===== src/cmd_gen_pkg.sv =====
// shared constants and types of the synchronous control command generator
`default_nettype none
package cmd_gen_pkg;
	// ****************************************
	// widths
	// ****************************************
	localparam int BX_W  = 12;
	localparam int CFG_W = 16;
	localparam int CNT_W = 32;
	localparam int NUM_CFG = 16;
	localparam int NUM_CNT = 5;

	// ****************************************
	// register byte offsets
	// ****************************************
	localparam logic [7:0] CTRL_OFS = 8'h00;
	localparam logic [7:0] REQ_OFS  = 8'h04;
	localparam logic [7:0] GRST_OFS = 8'h08;
	localparam logic [7:0] STAT_OFS = 8'h0C;
	localparam logic [7:0] CFG_BASE = 8'h40;
	localparam logic [7:0] CNT_BASE = 8'h80;

	// ****************************************
	// configuration word indices
	// ****************************************
	localparam int CFG_ORBIT_LEN  = 0;
	localparam int CFG_BC_TX_OFS  = 1;
	localparam int CFG_BC_INT_DLY = 2;
	localparam int CFG_EC_PERIOD  = 3;
	localparam int CFG_FE_PERIOD  = 4;
	localparam int CFG_FE_START   = 5;
	localparam int CFG_FE_DRAIN   = 6;
	localparam int CFG_FE_RELEASE = 7;
	localparam int CFG_CB_PERIOD  = 8;
	localparam int CFG_CB_START   = 9;
	localparam int CFG_CB_FLUSH   = 10;
	localparam int CFG_CB_RELEASE = 11;
	localparam int CFG_USR_CODE   = 12;
	localparam int CFG_USR_CROSS  = 13;
	localparam int CFG_USR_PERIOD = 14;
	localparam logic [CFG_W-1:0] FE_DRAIN_RST = 16'h0240;
	localparam logic [CFG_W-1:0] CFG_RST      = 16'h0000;

	// ****************************************
	// bit positions of control, request, generator reset
	// ****************************************
	localparam int CTRL_EXT_ORBIT = 0;
	localparam int CTRL_EC_EN     = 1;
	localparam int CTRL_FE_EN     = 2;
	localparam int CTRL_CB_EN     = 3;
	localparam int CTRL_USR_EN    = 4;
	localparam int GEN_EC  = 0;
	localparam int GEN_FE  = 1;
	localparam int GEN_CB  = 2;
	localparam int GEN_USR = 3;
	localparam int GEN_BC  = 4;

	// ****************************************
	// counter indices
	// ****************************************
	localparam int CNT_BC  = 0;
	localparam int CNT_EC  = 1;
	localparam int CNT_FE  = 2;
	localparam int CNT_CB  = 3;
	localparam int CNT_USR = 4;

	// ****************************************
	// short broadcast encoding
	// ****************************************
	localparam logic [7:0] BIT_BUNCH   = 8'h01;
	localparam logic [7:0] BIT_EVENT   = 8'h02;
	localparam logic [7:0] BIT_FE      = 8'h04;
	localparam logic [7:0] BIT_COMB    = 8'h08;
	localparam logic [7:0] RESET_CLASS = 8'h40;
	localparam logic [7:0] PLAIN_MASK  = 8'h3F;
	localparam logic [1:0] HTRANS_NONSEQ = 2'h2;

	typedef struct packed {
		logic       valid;
		logic [7:0] code;
	} bcast_cmd_type;

	typedef enum {SEQ_IDLE, SEQ_WAIT_BX, SEQ_DRAIN, SEQ_SEND, SEQ_RELEASE} seq_state_type;

	// value each configuration word takes after reset
	function automatic logic [CFG_W-1:0] cfg_reset(input int idx);
		cfg_reset = (idx == CFG_FE_DRAIN) ? FE_DRAIN_RST : CFG_RST;
	endfunction
endpackage
`default_nettype wire


===== src/sync_control_command_generator.sv =====
// orbit-synchronised control command generators with an AHB-Lite register slave
// How it works
// RULE1 - every control command byte leaves with bit 7 clear
// RULE2 - reset commands set bit 6; all other commands keep it clear
// RULE3 - bunch clear goes out every orbit once an orbit source exists
// RULE4 - bunch clear is bit 0, joined only by event clear
// RULE5 - bunch clear wins every slot and its slot is kept free
// RULE6 - bunch clear follows a programmable offset and cannot be disabled
// RULE7 - internal bunch clear lags the orbit by its own programmable delay
// RULE8 - event clear runs periodically when enabled, or once on demand
// RULE9 - event clear is bit 1 and always rides with a bunch clear
// RULE10 - internal event id clear pulses together with internal bunch clear
// RULE11 - front-end reset throttles, drains, sends, then releases after recovery
// RULE12 - front-end reset is reset class with bit 2, mergeable with others
// RULE13 - front-end reset has period, start, drain delay 576 and release delay
// RULE14 - front-end reset runs periodically when enabled, or on demand
// RULE15 - a lost command slot sets a repeat flag and retries next orbit
// RULE16 - front-end generator stays reset while the combined sequence runs
// RULE17 - combined reset throttles both levels, stops, flushes, sends, then releases
// RULE18 - combined reset carries bits 3 and 2 as reset class
// RULE19 - combined reset has period, start, flush delay and release delay
// RULE20 - combined reset runs periodically when enabled, or on demand
// RULE21 - user command sends its code at a crossing, periodic or demanded
// RULE22 - generators are orbit timed, separately enabled, reset and counted
// RULE23 - demand bits clear themselves once their command is handed over
//
// Implementation choices: the AHB-Lite register port and the register addresses.
`default_nettype none
module sync_control_command_generator (
	input  wire logic                       core_clk,
	input  wire logic                       sys_rst,
	input  wire logic                       hsel,
	input  wire logic [31:0]                haddr,
	input  wire logic [1:0]                 htrans,
	input  wire logic                       hwrite,
	input  wire logic [2:0]                 hsize,
	input  wire logic [31:0]                hwdata,
	input  wire logic                       hready,
	output logic      [31:0]                hrdata,
	output logic                            hreadyout,
	output logic                            hresp,
	input  wire logic                       orbit_ext,
	input  wire logic                       slot_busy,
	input  wire logic                       fe_ready,
	input  wire logic                       l1_empty,
	output cmd_gen_pkg::bcast_cmd_type      cmd_out,
	output logic                            bunch_clear_int,
	output logic                            event_id_clear_int,
	output logic                            l0_throttle,
	output logic                            l1_throttle,
	output logic                            l1_tx_stop,
	output logic                            flush_req
);
	import cmd_gen_pkg::*;

	// ****************************************
	// register state
	// ****************************************
	logic [4:0]       ctrl_r;
	logic [3:0]       req_r;
	logic [4:0]       grst_r;
	logic [CFG_W-1:0] cfg_r [NUM_CFG];
	logic [CNT_W-1:0] cnt_r [NUM_CNT];
	logic             wr_ph_r;
	logic [7:0]       addr_ph_r;
	logic             addr_take;
	logic [31:0]      rd_val;

	// ****************************************
	// timing state
	// ****************************************
	logic [BX_W-1:0]  bx_r;
	logic             orbit_ok;
	logic             orbit_hit;
	logic [CFG_W-1:0] dly_cnt_r;
	logic             dly_run_r;
	logic [CFG_W-1:0] ec_per_r;
	logic             ec_pend_r;
	logic             bc_slot;
	logic             ec_sent;

	// ****************************************
	// generator handshake
	// ****************************************
	logic want_fe, want_cb, want_us;
	logic grant_fe, grant_cb, grant_us;
	logic thr_fe, thr_cb, start_cb;
	logic done_fe, done_cb, done_us;
	logic rpt_fe, rpt_cb, rpt_us;
	logic act_fe, act_cb;
	logic fe_hold;
	logic send;
	logic [7:0] code;

	assign addr_take = hsel && hready && htrans == HTRANS_NONSEQ;

	// ****************************************
	// orbit and crossing counter
	// ****************************************
	// orbit exists once external is selected or a length is programmed
	assign orbit_ok  = ctrl_r[CTRL_EXT_ORBIT] || cfg_r[CFG_ORBIT_LEN] != '0; // RULE3
	assign orbit_hit = ctrl_r[CTRL_EXT_ORBIT] ? orbit_ext :
		(orbit_ok && bx_r == BX_W'(cfg_r[CFG_ORBIT_LEN] - 1'b1)); // RULE22

	// crossing count since the last orbit pulse
	always_ff @(posedge core_clk or posedge sys_rst) begin
		if (sys_rst) begin
			bx_r <= '0;
		end else if (orbit_hit) begin
			bx_r <= '0;
		end else begin
			bx_r <= bx_r + 1'b1;
		end
	end

	// ****************************************
	// bunch clear and event clear
	// ****************************************
	// no enable gates this: the slot is taken whenever an orbit exists
	assign bc_slot = orbit_ok && bx_r == cfg_r[CFG_BC_TX_OFS][BX_W-1:0]; // RULE6
	assign ec_sent = bc_slot && ec_pend_r;

	// internal clear delayed from the orbit; event id clear shares the pulse
	always_ff @(posedge core_clk or posedge sys_rst) begin
		if (sys_rst) begin
			dly_cnt_r          <= '0;
			dly_run_r          <= 1'b0;
			bunch_clear_int    <= 1'b0;
			event_id_clear_int <= 1'b0;
		end else begin
			bunch_clear_int    <= 1'b0;
			event_id_clear_int <= 1'b0;
			if (orbit_hit) begin
				dly_cnt_r <= '0;
				dly_run_r <= 1'b1;
			end else if (dly_run_r) begin
				if (dly_cnt_r >= cfg_r[CFG_BC_INT_DLY]) begin // RULE7
					dly_run_r          <= 1'b0;
					bunch_clear_int    <= 1'b1;
					event_id_clear_int <= 1'b1; // RULE10
				end else begin
					dly_cnt_r <= dly_cnt_r + 1'b1;
				end
			end
		end
	end

	// event clear period counter and pending flag; a new cause beats the clear
	always_ff @(posedge core_clk or posedge sys_rst) begin
		if (sys_rst) begin
			ec_per_r  <= '0;
			ec_pend_r <= 1'b0;
		end else if (grst_r[GEN_EC]) begin
			ec_per_r  <= '0;
			ec_pend_r <= 1'b0;
		end else begin
			if (orbit_hit && ctrl_r[CTRL_EC_EN]) begin
				ec_per_r <= (ec_per_r >= cfg_r[CFG_EC_PERIOD]) ? '0 : ec_per_r + 1'b1;
			end
			if ((orbit_hit && ctrl_r[CTRL_EC_EN] && ec_per_r >= cfg_r[CFG_EC_PERIOD]) ||
				(req_r[GEN_EC] && !ec_sent)) begin
				ec_pend_r <= 1'b1; // RULE8
			end else if (ec_sent) begin
				ec_pend_r <= 1'b0;
			end
		end
	end

	// ****************************************
	// sequence generators
	// ****************************************
	// the combined sequence holds the front-end generator in reset
	assign fe_hold = grst_r[GEN_FE] || act_cb; // RULE16

	orbit_sequence_gen u_fe_seq (
		.core_clk    (core_clk),
		.sys_rst     (sys_rst),
		.gen_rst     (fe_hold),
		.enable      (ctrl_r[CTRL_FE_EN]),
		.demand      (req_r[GEN_FE]),
		.orbit_hit   (orbit_hit),
		.bx          (bx_r),
		.start_bx    (cfg_r[CFG_FE_START]),
		.period      (cfg_r[CFG_FE_PERIOD]),
		.drain_dly   (cfg_r[CFG_FE_DRAIN]),
		.release_dly (cfg_r[CFG_FE_RELEASE]),
		.ready_ok    (fe_ready),
		.grant       (grant_fe),
		.want        (want_fe),
		.throttle    (thr_fe),
		.started     (),
		.done        (done_fe),
		.repeat_flag (rpt_fe),
		.active      (act_fe)
	); // RULE11 RULE13 RULE14

	orbit_sequence_gen u_cb_seq (
		.core_clk    (core_clk),
		.sys_rst     (sys_rst),
		.gen_rst     (grst_r[GEN_CB]),
		.enable      (ctrl_r[CTRL_CB_EN]),
		.demand      (req_r[GEN_CB]),
		.orbit_hit   (orbit_hit),
		.bx          (bx_r),
		.start_bx    (cfg_r[CFG_CB_START]),
		.period      (cfg_r[CFG_CB_PERIOD]),
		.drain_dly   (cfg_r[CFG_CB_FLUSH]),
		.release_dly (cfg_r[CFG_CB_RELEASE]),
		.ready_ok    (fe_ready && l1_empty),
		.grant       (grant_cb),
		.want        (want_cb),
		.throttle    (thr_cb),
		.started     (start_cb),
		.done        (done_cb),
		.repeat_flag (rpt_cb),
		.active      (act_cb)
	); // RULE17 RULE19 RULE20

	// user command: zero drain and release delays, just the crossing slot
	orbit_sequence_gen u_usr_seq (
		.core_clk    (core_clk),
		.sys_rst     (sys_rst),
		.gen_rst     (grst_r[GEN_USR]),
		.enable      (ctrl_r[CTRL_USR_EN]),
		.demand      (req_r[GEN_USR]),
		.orbit_hit   (orbit_hit),
		.bx          (bx_r),
		.start_bx    (cfg_r[CFG_USR_CROSS]),
		.period      (cfg_r[CFG_USR_PERIOD]),
		.drain_dly   (CFG_RST),
		.release_dly (CFG_RST),
		.ready_ok    (1'b1),
		.grant       (grant_us),
		.want        (want_us),
		.throttle    (),
		.started     (),
		.done        (done_us),
		.repeat_flag (rpt_us),
		.active      ()
	); // RULE21

	// ****************************************
	// command selection
	// ****************************************
	// bunch clear takes its slot unconditionally; resets merge into one byte;
	// whatever loses the slot falls back to its repeat path
	always_comb begin
		send     = 1'b0;
		code     = '0;
		grant_fe = 1'b0;
		grant_cb = 1'b0;
		grant_us = 1'b0;
		if (bc_slot) begin
			send = 1'b1; // RULE5
			code = BIT_BUNCH | (ec_pend_r ? BIT_EVENT : 8'h00); // RULE4 RULE9
		end else if (!slot_busy && (want_fe || want_cb)) begin
			send     = 1'b1;
			grant_fe = want_fe;
			grant_cb = want_cb;
			code     = RESET_CLASS | (want_fe ? BIT_FE : 8'h00) | // RULE2 RULE12
				(want_cb ? (BIT_COMB | BIT_FE) : 8'h00); // RULE18
		end else if (!slot_busy && want_us) begin
			send     = 1'b1;
			grant_us = 1'b1;
			code     = cfg_r[CFG_USR_CODE][7:0] & PLAIN_MASK; // RULE2
		end
	end

	// command handed to the arbiter as a one-cycle strobe
	always_ff @(posedge core_clk or posedge sys_rst) begin
		if (sys_rst) begin
			cmd_out <= '0;
		end else begin
			cmd_out.valid <= send;
			cmd_out.code  <= {1'b0, code[6:0]}; // RULE1
		end
	end

	// ****************************************
	// trigger control outputs
	// ****************************************
	always_ff @(posedge core_clk or posedge sys_rst) begin
		if (sys_rst) begin
			l0_throttle <= 1'b0;
			l1_throttle <= 1'b0;
			l1_tx_stop  <= 1'b0;
			flush_req   <= 1'b0;
		end else begin
			l0_throttle <= thr_fe || thr_cb; // RULE11
			l1_throttle <= thr_cb; // RULE17
			l1_tx_stop  <= thr_cb;
			flush_req   <= start_cb;
		end
	end

	// ****************************************
	// command counters
	// ****************************************
	// one counter per command; a generator reset clears its own counter
	always_ff @(posedge core_clk or posedge sys_rst) begin
		if (sys_rst) begin
			for (int i = 0; i < NUM_CNT; i++) begin
				cnt_r[i] <= '0;
			end
		end else begin
			cnt_r[CNT_BC]  <= grst_r[GEN_BC] ? '0 : cnt_r[CNT_BC] + CNT_W'(bc_slot); // RULE22
			cnt_r[CNT_EC]  <= grst_r[GEN_EC] ? '0 : cnt_r[CNT_EC] + CNT_W'(ec_sent);
			cnt_r[CNT_FE]  <= grst_r[GEN_FE] ? '0 : cnt_r[CNT_FE] + CNT_W'(grant_fe);
			cnt_r[CNT_CB]  <= grst_r[GEN_CB] ? '0 : cnt_r[CNT_CB] + CNT_W'(grant_cb);
			cnt_r[CNT_USR] <= grst_r[GEN_USR] ? '0 : cnt_r[CNT_USR] + CNT_W'(grant_us);
		end
	end

	// ****************************************
	// AHB-Lite slave
	// ****************************************
	// read data is prepared from the address phase, so no wait states occur
	always_comb begin
		rd_val = '0;
		unique case (1'b1)
			haddr[7:0] == CTRL_OFS: rd_val = {27'h0, ctrl_r};
			haddr[7:0] == REQ_OFS:  rd_val = {28'h0, req_r};
			haddr[7:0] == STAT_OFS: rd_val = {25'h0, act_cb, act_fe, thr_cb, thr_fe,
				rpt_us, rpt_cb, rpt_fe}; // RULE15
			haddr[7:6] == CFG_BASE[7:6]: rd_val = {16'h0, cfg_r[haddr[5:2]]};
			haddr[7:5] == CNT_BASE[7:5] && haddr[4:2] < 3'(NUM_CNT):
				rd_val = cnt_r[haddr[4:2]];
			default: rd_val = '0;
		endcase
		if (haddr[31:8] != '0) begin
			rd_val = '0;
		end
	end

	// address phase capture and read data
	always_ff @(posedge core_clk or posedge sys_rst) begin
		if (sys_rst) begin
			wr_ph_r   <= 1'b0;
			addr_ph_r <= '0;
			hrdata    <= '0;
			hreadyout <= 1'b1;
			hresp     <= 1'b0;
		end else begin
			hreadyout <= 1'b1;
			hresp     <= 1'b0;
			wr_ph_r   <= addr_take && hwrite && haddr[31:8] == '0;
			if (addr_take) begin
				addr_ph_r <= haddr[7:0];
				hrdata    <= hwrite ? 32'h0 : rd_val;
			end
		end
	end

	// control bits and configuration words written in the data phase
	always_ff @(posedge core_clk or posedge sys_rst) begin
		if (sys_rst) begin
			ctrl_r <= '0;
			for (int i = 0; i < NUM_CFG; i++) begin
				cfg_r[i] <= cfg_reset(i);
			end
		end else if (wr_ph_r) begin
			if (addr_ph_r == CTRL_OFS) begin
				ctrl_r <= hwdata[4:0];
			end
			if (addr_ph_r[7:6] == CFG_BASE[7:6]) begin
				cfg_r[addr_ph_r[5:2]] <= hwdata[CFG_W-1:0];
			end
		end
	end

	// generator resets are one-cycle pulses from a write of ones
	always_ff @(posedge core_clk or posedge sys_rst) begin
		if (sys_rst) begin
			grst_r <= '0;
		end else begin
			grst_r <= (wr_ph_r && addr_ph_r == GRST_OFS) ? hwdata[4:0] : 5'h00; // RULE22
		end
	end

	// demand bits: written ones set, hand-over clears, a new set wins
	always_ff @(posedge core_clk or posedge sys_rst) begin
		if (sys_rst) begin
			req_r <= '0;
		end else begin
			for (int i = 0; i < 4; i++) begin
				if (wr_ph_r && addr_ph_r == REQ_OFS && hwdata[i]) begin
					req_r[i] <= 1'b1;
				end else if (grst_r[i]) begin
					req_r[i] <= 1'b0;
				end
			end
			if (ec_sent && !(wr_ph_r && addr_ph_r == REQ_OFS && hwdata[GEN_EC])) begin
				req_r[GEN_EC] <= 1'b0; // RULE23
			end
			if (done_fe && !(wr_ph_r && addr_ph_r == REQ_OFS && hwdata[GEN_FE])) begin
				req_r[GEN_FE] <= 1'b0; // RULE23
			end
			if (done_cb && !(wr_ph_r && addr_ph_r == REQ_OFS && hwdata[GEN_CB])) begin
				req_r[GEN_CB] <= 1'b0; // RULE23
			end
			if (done_us && !(wr_ph_r && addr_ph_r == REQ_OFS && hwdata[GEN_USR])) begin
				req_r[GEN_USR] <= 1'b0; // RULE23
			end
		end
	end
endmodule // sync_control_command_generator
`default_nettype wire


===== src/orbit_sequence_gen.sv =====
// orbit-timed sequence generator: throttle, command slot, release
`default_nettype none
module orbit_sequence_gen (
	input  wire logic                         core_clk,
	input  wire logic                         sys_rst,
	input  wire logic                         gen_rst,
	input  wire logic                         enable,
	input  wire logic                         demand,
	input  wire logic                         orbit_hit,
	input  wire logic [cmd_gen_pkg::BX_W-1:0]  bx,
	input  wire logic [cmd_gen_pkg::CFG_W-1:0] start_bx,
	input  wire logic [cmd_gen_pkg::CFG_W-1:0] period,
	input  wire logic [cmd_gen_pkg::CFG_W-1:0] drain_dly,
	input  wire logic [cmd_gen_pkg::CFG_W-1:0] release_dly,
	input  wire logic                         ready_ok,
	input  wire logic                         grant,
	output logic                              want,
	output logic                              throttle,
	output logic                              started,
	output logic                              done,
	output logic                              repeat_flag,
	output logic                              active
);
	import cmd_gen_pkg::*;

	seq_state_type    state_r;
	logic [CFG_W-1:0] per_r;
	logic [CFG_W-1:0] cnt_r;
	logic             armed_r;
	logic             at_start;

	assign at_start = (bx == start_bx[BX_W-1:0]);
	assign want     = (state_r == SEQ_SEND);
	assign active   = (state_r != SEQ_IDLE);
	// throttle while draining, in the slot, while releasing, and over a retry wait
	assign throttle = (state_r == SEQ_DRAIN) || (state_r == SEQ_SEND) ||
		(state_r == SEQ_RELEASE) || (state_r == SEQ_WAIT_BX && repeat_flag);

	// orbit period counter; arms a periodic run only while enabled
	always_ff @(posedge core_clk or posedge sys_rst) begin
		if (sys_rst) begin
			per_r   <= '0;
			armed_r <= 1'b0;
		end else if (gen_rst) begin
			per_r   <= '0;
			armed_r <= 1'b0;
		end else if (state_r == SEQ_IDLE && (armed_r || demand)) begin
			armed_r <= 1'b0;
		end else if (orbit_hit && enable) begin
			if (per_r >= period) begin
				per_r   <= '0;
				armed_r <= 1'b1;
			end else begin
				per_r <= per_r + 1'b1;
			end
		end
	end

	// sequence: start crossing, drain delay, command slot, release delay
	always_ff @(posedge core_clk or posedge sys_rst) begin
		if (sys_rst) begin
			state_r     <= SEQ_IDLE;
			cnt_r       <= '0;
			repeat_flag <= 1'b0;
			started     <= 1'b0;
			done        <= 1'b0;
		end else if (gen_rst) begin
			state_r     <= SEQ_IDLE;
			cnt_r       <= '0;
			repeat_flag <= 1'b0;
			started     <= 1'b0;
			done        <= 1'b0;
		end else begin
			started <= 1'b0;
			done    <= 1'b0;
			unique case (state_r)
				SEQ_IDLE: begin
					if (armed_r || demand) begin
						state_r <= SEQ_WAIT_BX;
					end
				end
				SEQ_WAIT_BX: begin
					if (at_start) begin
						state_r <= SEQ_DRAIN;
						cnt_r   <= '0;
						started <= !repeat_flag;
					end
				end
				SEQ_DRAIN: begin
					if (cnt_r >= drain_dly) begin
						state_r <= SEQ_SEND;
					end else begin
						cnt_r <= cnt_r + 1'b1;
					end
				end
				SEQ_SEND: begin
					cnt_r <= '0;
					if (grant) begin
						state_r     <= SEQ_RELEASE;
						repeat_flag <= 1'b0;
						done        <= 1'b1;
					end else begin
						// lost the slot: retry at the same crossing next orbit
						state_r     <= SEQ_WAIT_BX; // RULE15
						repeat_flag <= 1'b1; // RULE15
					end
				end
				SEQ_RELEASE: begin
					if (cnt_r < release_dly) begin
						cnt_r <= cnt_r + 1'b1;
					end else if (ready_ok) begin
						state_r <= SEQ_IDLE;
					end
				end
			endcase
		end
	end
endmodule // orbit_sequence_gen
`default_nettype wire


===== config.mk =====
export PLATFORM = sky130hd
export DESIGN_NAME = sync_control_command_generator
export DESIGN_NICKNAME = d
export VERILOG_FILES = /design/src/cmd_gen_pkg.sv /design/src/sync_control_command_generator.sv /design/src/orbit_sequence_gen.sv
export SDC_FILE = /design/constraint.sdc
export NUM_CORES = 2
export LEC_CHECK = 0
export BUFFER_PORTS_ARGS = -buffer_cell sky130_fd_sc_hd__buf_2
export CAP_MARGIN = 20
export CORE_ASPECT_RATIO = 0.8
export CORE_MARGIN = 5
export CORE_UTILIZATION = 25
export DETAILED_ROUTE_END_ITERATION = 12
export GPL_ROUTABILITY_DRIVEN = 0
export PLACE_DENSITY = 0.4
export SYNTH_ARGS = -nofsm -noshare
export SYNTH_HDL_FRONTEND = slang
export SYNTH_HIERARCHICAL = 1
export SYNTH_SLANG_ARGS = --single-unit
export TNS_END_PERCENT = 1

===== constraint.sdc =====
create_clock -name core_clk -period 17.6 [get_ports core_clk]
set_input_delay 1.76 -clock core_clk [delete_from_list [all_inputs] [get_ports core_clk]]
set_output_delay 1.76 -clock core_clk [all_outputs]
set_load 0.01 [all_outputs]

### Word level (Yosys, flattened, before mapping)

Cells that the tools add are included.
W data, S select, Z words.

* mux-type cells: 145
* reductions and logical operators: 104
* $lt $le $gt $ge: 16
* equal/unequal tests: 58
* add/subtract/negate cells: 15
* bitwise logic cells: 4

Operator list (count)
* $mux W32: 26
* $pmux W32 S5: 4
* $mux W16: 33
* $bwmux W256: 1
* $eq A32 B2 Y1 const B: 8
* $eq A32 B3 Y1 const B: 8
* $logic_not A32 Y1: 6
* $pmux W16 S4: 3
* $add A32 B1 Y32: 5
* $add A16 B1 Y16 const B: 8
* $ge A16 B16 Y1: 7
* $bmux W32 S3: 1
* $eq A32 B1 Y1 const B: 3
* $bmux W16 S4: 1
* $demux W16 S4: 1
* $eq A32 B4 Y1 const B: 2
* $mux W1: 64
* $reduce_bool A32 Y1: 2
* $eq A12 B12 Y1: 5
* $ne A3 B2 Y1 const B: 13
* $logic_and A1 B1 Y1: 33
* $reduce_bool A3 Y1: 11
* $lt A16 B16 Y1: 2
* $logic_not A24 Y1: 1
* 35 further kinds: 94

* word-level logic and storage cells: 402
* bits of input ports: 78
* flip-flop bits (word level): 731
* output and inout bits: 49

### Logic depth before layout (Yosys ltp)

* word-level depth: 9
* gate-level depth with buffers: 19
* mapped depth without buffers: 17

### By module

The synthesis kept the hierarchy.

By module, submodules not included
* sync_control_command_generator: instances 1, area each 26942.1 um2, sequential area each 13240.2 um2, cells each 2413
* orbit_sequence_gen: instances 3, area each 3419.5 um2, sequential area each 975.9 um2, cells each 414

### Worst setup path after synthesis

No wires, ideal clock.

* path type: register to register
* start: register cfg_r[240] (netlist name)
* end: register cnt_r[31] (netlist name)
* stages on the path, launching flop included: 17
* path buffers: 1
* required time: 17.522 ns
* path slack: 13.407 ns
* period minus slack after synthesis: 4.193 ns
* setup time: 0.078 ns
* arrival time: 4.115 ns
* cells stage by stage: dfrtp_1 > clkbuf_1 > inv_1 > ha_1 > nor4b_1 > nand2_1 > nor3_1 > nor2_1 > nor4bb_1 > ha_1 > and2_1 > nand2_1 > nor2_1 > nor2b_1 > nand3_1 > or3_1 > a21oi_1

RTL lines
* start: declaration: RTL line sync_control_command_generator.sv:62 `logic [CFG_W-1:0] cfg_r [NUM_CFG];`
* start signal: indexed assignment: RTL line sync_control_command_generator.sv:359 `cfg_r[i] <= cfg_reset(i);`
* start signal: indexed assignment: RTL line sync_control_command_generator.sv:366 `cfg_r[addr_ph_r[5:2]] <= hwdata[CFG_W-1:0];`

==> results.toml <==
[setup_path]
cp-startpoint = "cfg_r[240]$_DFFE_PP0P_"
path_depth = 17
crit_path_cell_trace = "inv_1 > ha_1 > nor4b_1 > nand2_1 > nor3_1 > nor2_1 > nor2_1 > and2_1 > ha_1 > ha_1 > and4_1 > nand2_1 > or2_2 > nor3_1 > nand4_1 > xor2_1 > nor2_1"
path_max_fanout = 11
r2r_cells = 17
worstReg2RegEnd = "cnt_r[62]$_DFF_PP0_"
cp-start-kind = "register"
crit_buf_inv = 1
slowest_stage = "nor3_1"
cp-endpoint = "cnt_r[62]$_DFF_PP0_"
r2r_setup_slack_ns = 12.02
r2r-start = "cfg_r[240]$_DFFE_PP0P_"
crit_required_ns = 18.13
critPathTopFamily = "simple AND/OR/NAND/NOR gates"
critPathArrivalTime_ns = 6.11
slowest_delay_ns = 0.58
critPathKind = "reg2reg"
cp-end-kind = "register"

[placement]
place_ws_ns = 12.04
io_buffers = 104
hpwl_mm = 90.7

[min_path]
hp-class = "reg2reg"

[flow_run]
drv_cap = 0

[route]
antenna_left = 0
vias = 27800
topRoutingLayerUsed = "met4"
viasPerCell = 4.80
wl_mm = 126
drc = 0
wl_met2_mm = 53.2
first_iter_violations = 2195
wl_met1_mm = 65.4
wire_per_inst_um = 21.8
wl_met3_mm = 5.03
first_pass_iters = 5

[global_routing]
grt_pass1_vias = 27300
grt.total_usage_pct = 16.0
overflow = 0
grt_pass1_wl_mm = 188
grt_max_degree = 153
antenna_found_initial = 14

[pwr]
p_sw_share_pct = 28.6
combPwrFrac_pct = 12.2
p_sw_mw = 1.12
power_density_nw_per_um2 = 91.3
clkPwrFrac_pct = 46.2
p_int_mw = 2.79
vdd_ir_drop_max_mv = 0.0616
seqPwrFrac_pct = 41.6
p_leak_nw = 19.3

[sta]
worstMarginPinSlew_ns = 1.19
setup_viol = 0
period_share_pct = 31.7
fin_worst_skew_ns = 0.0377
report.final.slew_viol_count = 0
max_slew_margin_pct = 20.4
finalHoldViolations = 0
rsz0062_at_grt = "no"
period_needed_ns = 5.58
max_freq_mhz = 179
final.setup.tns_ns = 0
worst_slack_ns = 12.02

[die]
initial_core_util_pct = 25.2
die_w_um = 441
die_area_um2 = 156000
io_pins = 127
dieHeight_um = 355
fp-row-count = 126
core_um2 = 148000

[logic_synthesis]
synth.avg_cell_area_um2 = 10.2
synth_area_um2 = 37100
syn_inst = 3648
ys_warn_count = 6

[outcome]
outcome = "complete, no violations"

[cells_and_area]
drive_above_1_share_pct = 17.7
area_delta_synth_final_pct = 15.2
fin_nets = 4006

[clock_network]
cts.sinks = 644
cts_setup_buffers = 0
path_clk_slew_ns = 0.06
h-tree-depth = 3
ctsHoldBuffers = 0
cts_buffers = 81
max-clock-path-buffers = 3
cts_root_buf = "clkbuf_16"
cts_tree = "built"
cts_resized = 0
clk-insertion-delay-late_ns = 0.69
state kept, by name, indices dropped and copies added (netlist names), 5 cells and up:
register and cells:
u_cb_seq/cnt_r 16, addr_ph_r 8, cmd_out 8, u_cb_seq/per_r 16, u_usr_seq/cnt_r 16, bx_r 12, ec_per_r 16, cnt_r 160
dly_cnt_r 16, u_fe_seq/cnt_r 16, u_fe_seq/per_r 16, hrdata 32, cfg_r 256, u_usr_seq/per_r 16, ctrl_r 5, grst_r 5
power groups by stage:
stage	sequential, mW	clock, mW	combinational, mW
after floorplan	1.60	0	0.338
after global placement	1.65	0	0.475
after detailed placement	1.65	0	0.478
after CTS	1.62	1.86	0.480
after global routing	1.63	1.91	0.530
final	1.62	1.80	0.477
cells in the final DEF, fill, tap and decap left out, types with 73 or more instances in the layout:
cell	count
mux4_2	82
nor2_1	345
ha_1	193
nand2_1	229
buf_2	102
dfrtp_1	640
xnor2_1	85
nand4_1	73
xor2_1	157
nand3_1	140
mux2_2	267
o21ai_0	121
clkbuf_16	83
a21oi_1	173
inv_1	226
layout make-up:
class                           count  area [um^2]
Timing Repair Buffer              144          902
Tap cell                         1984         2480
Sequential cell                   644        16100
Multi-Input combinational cell   2634        19600
Fill cell                       15500       105000
Clock inverter                     33          474
Clock buffer                      113         2360
Inverter                          230          871
Antenna cell                        6         15.0
worst min-delay path by stage:
stage                          endpoint  slack [ns]  depth (start not counted)                  startpoint
finish              flush_req$_DFF_PP0_        0.36                          0  u_cb_seq/started$_DFF_PP0_
detailed placement  flush_req$_DFF_PP0_        0.34                          0  u_cb_seq/started$_DFF_PP0_
global route        flush_req$_DFF_PP0_        0.36                          0  u_cb_seq/started$_DFF_PP0_
CTS                 flush_req$_DFF_PP0_        0.36                          0  u_cb_seq/started$_DFF_PP0_
floorplan           flush_req$_DFF_PP0_        0.33                          0  u_cb_seq/started$_DFF_PP0_
global placement    flush_req$_DFF_PP0_        0.34                          0  u_cb_seq/started$_DFF_PP0_
through the flow:
step | std cells | util [%] | hold WS (ns) | cell area [um^2] | power (mW)
finish | 5788 | 29.0 | 0.356 | 42800 | 3.90
global route | 5783 | 29.0 | 0.362 | 42800 | 4.08
CTS | 5778 | 28.9 | 0.358 | 42700 | 3.96
detailed placement | 5632 | 27.0 | 0.344 | 39900 | 2.13
global placement | 5632 | 27.0 | 0.338 | 39900 | 2.13
floorplan | 3682 | - | 0.331 | 37200 | 1.94
per-layer routing:
| layer | vias to the layer above | GRT usage, % |
|---|---|---|
| met1 | 14000 | 25.0 |
| met2 | 443 | 23.1 |
| met4 | 0 | 3.42 |
| met3 | 132 | 2.46 |
| met5 | - | 0 |
| li1 | 13300 | - |
(Power assumes the default switching activity.)
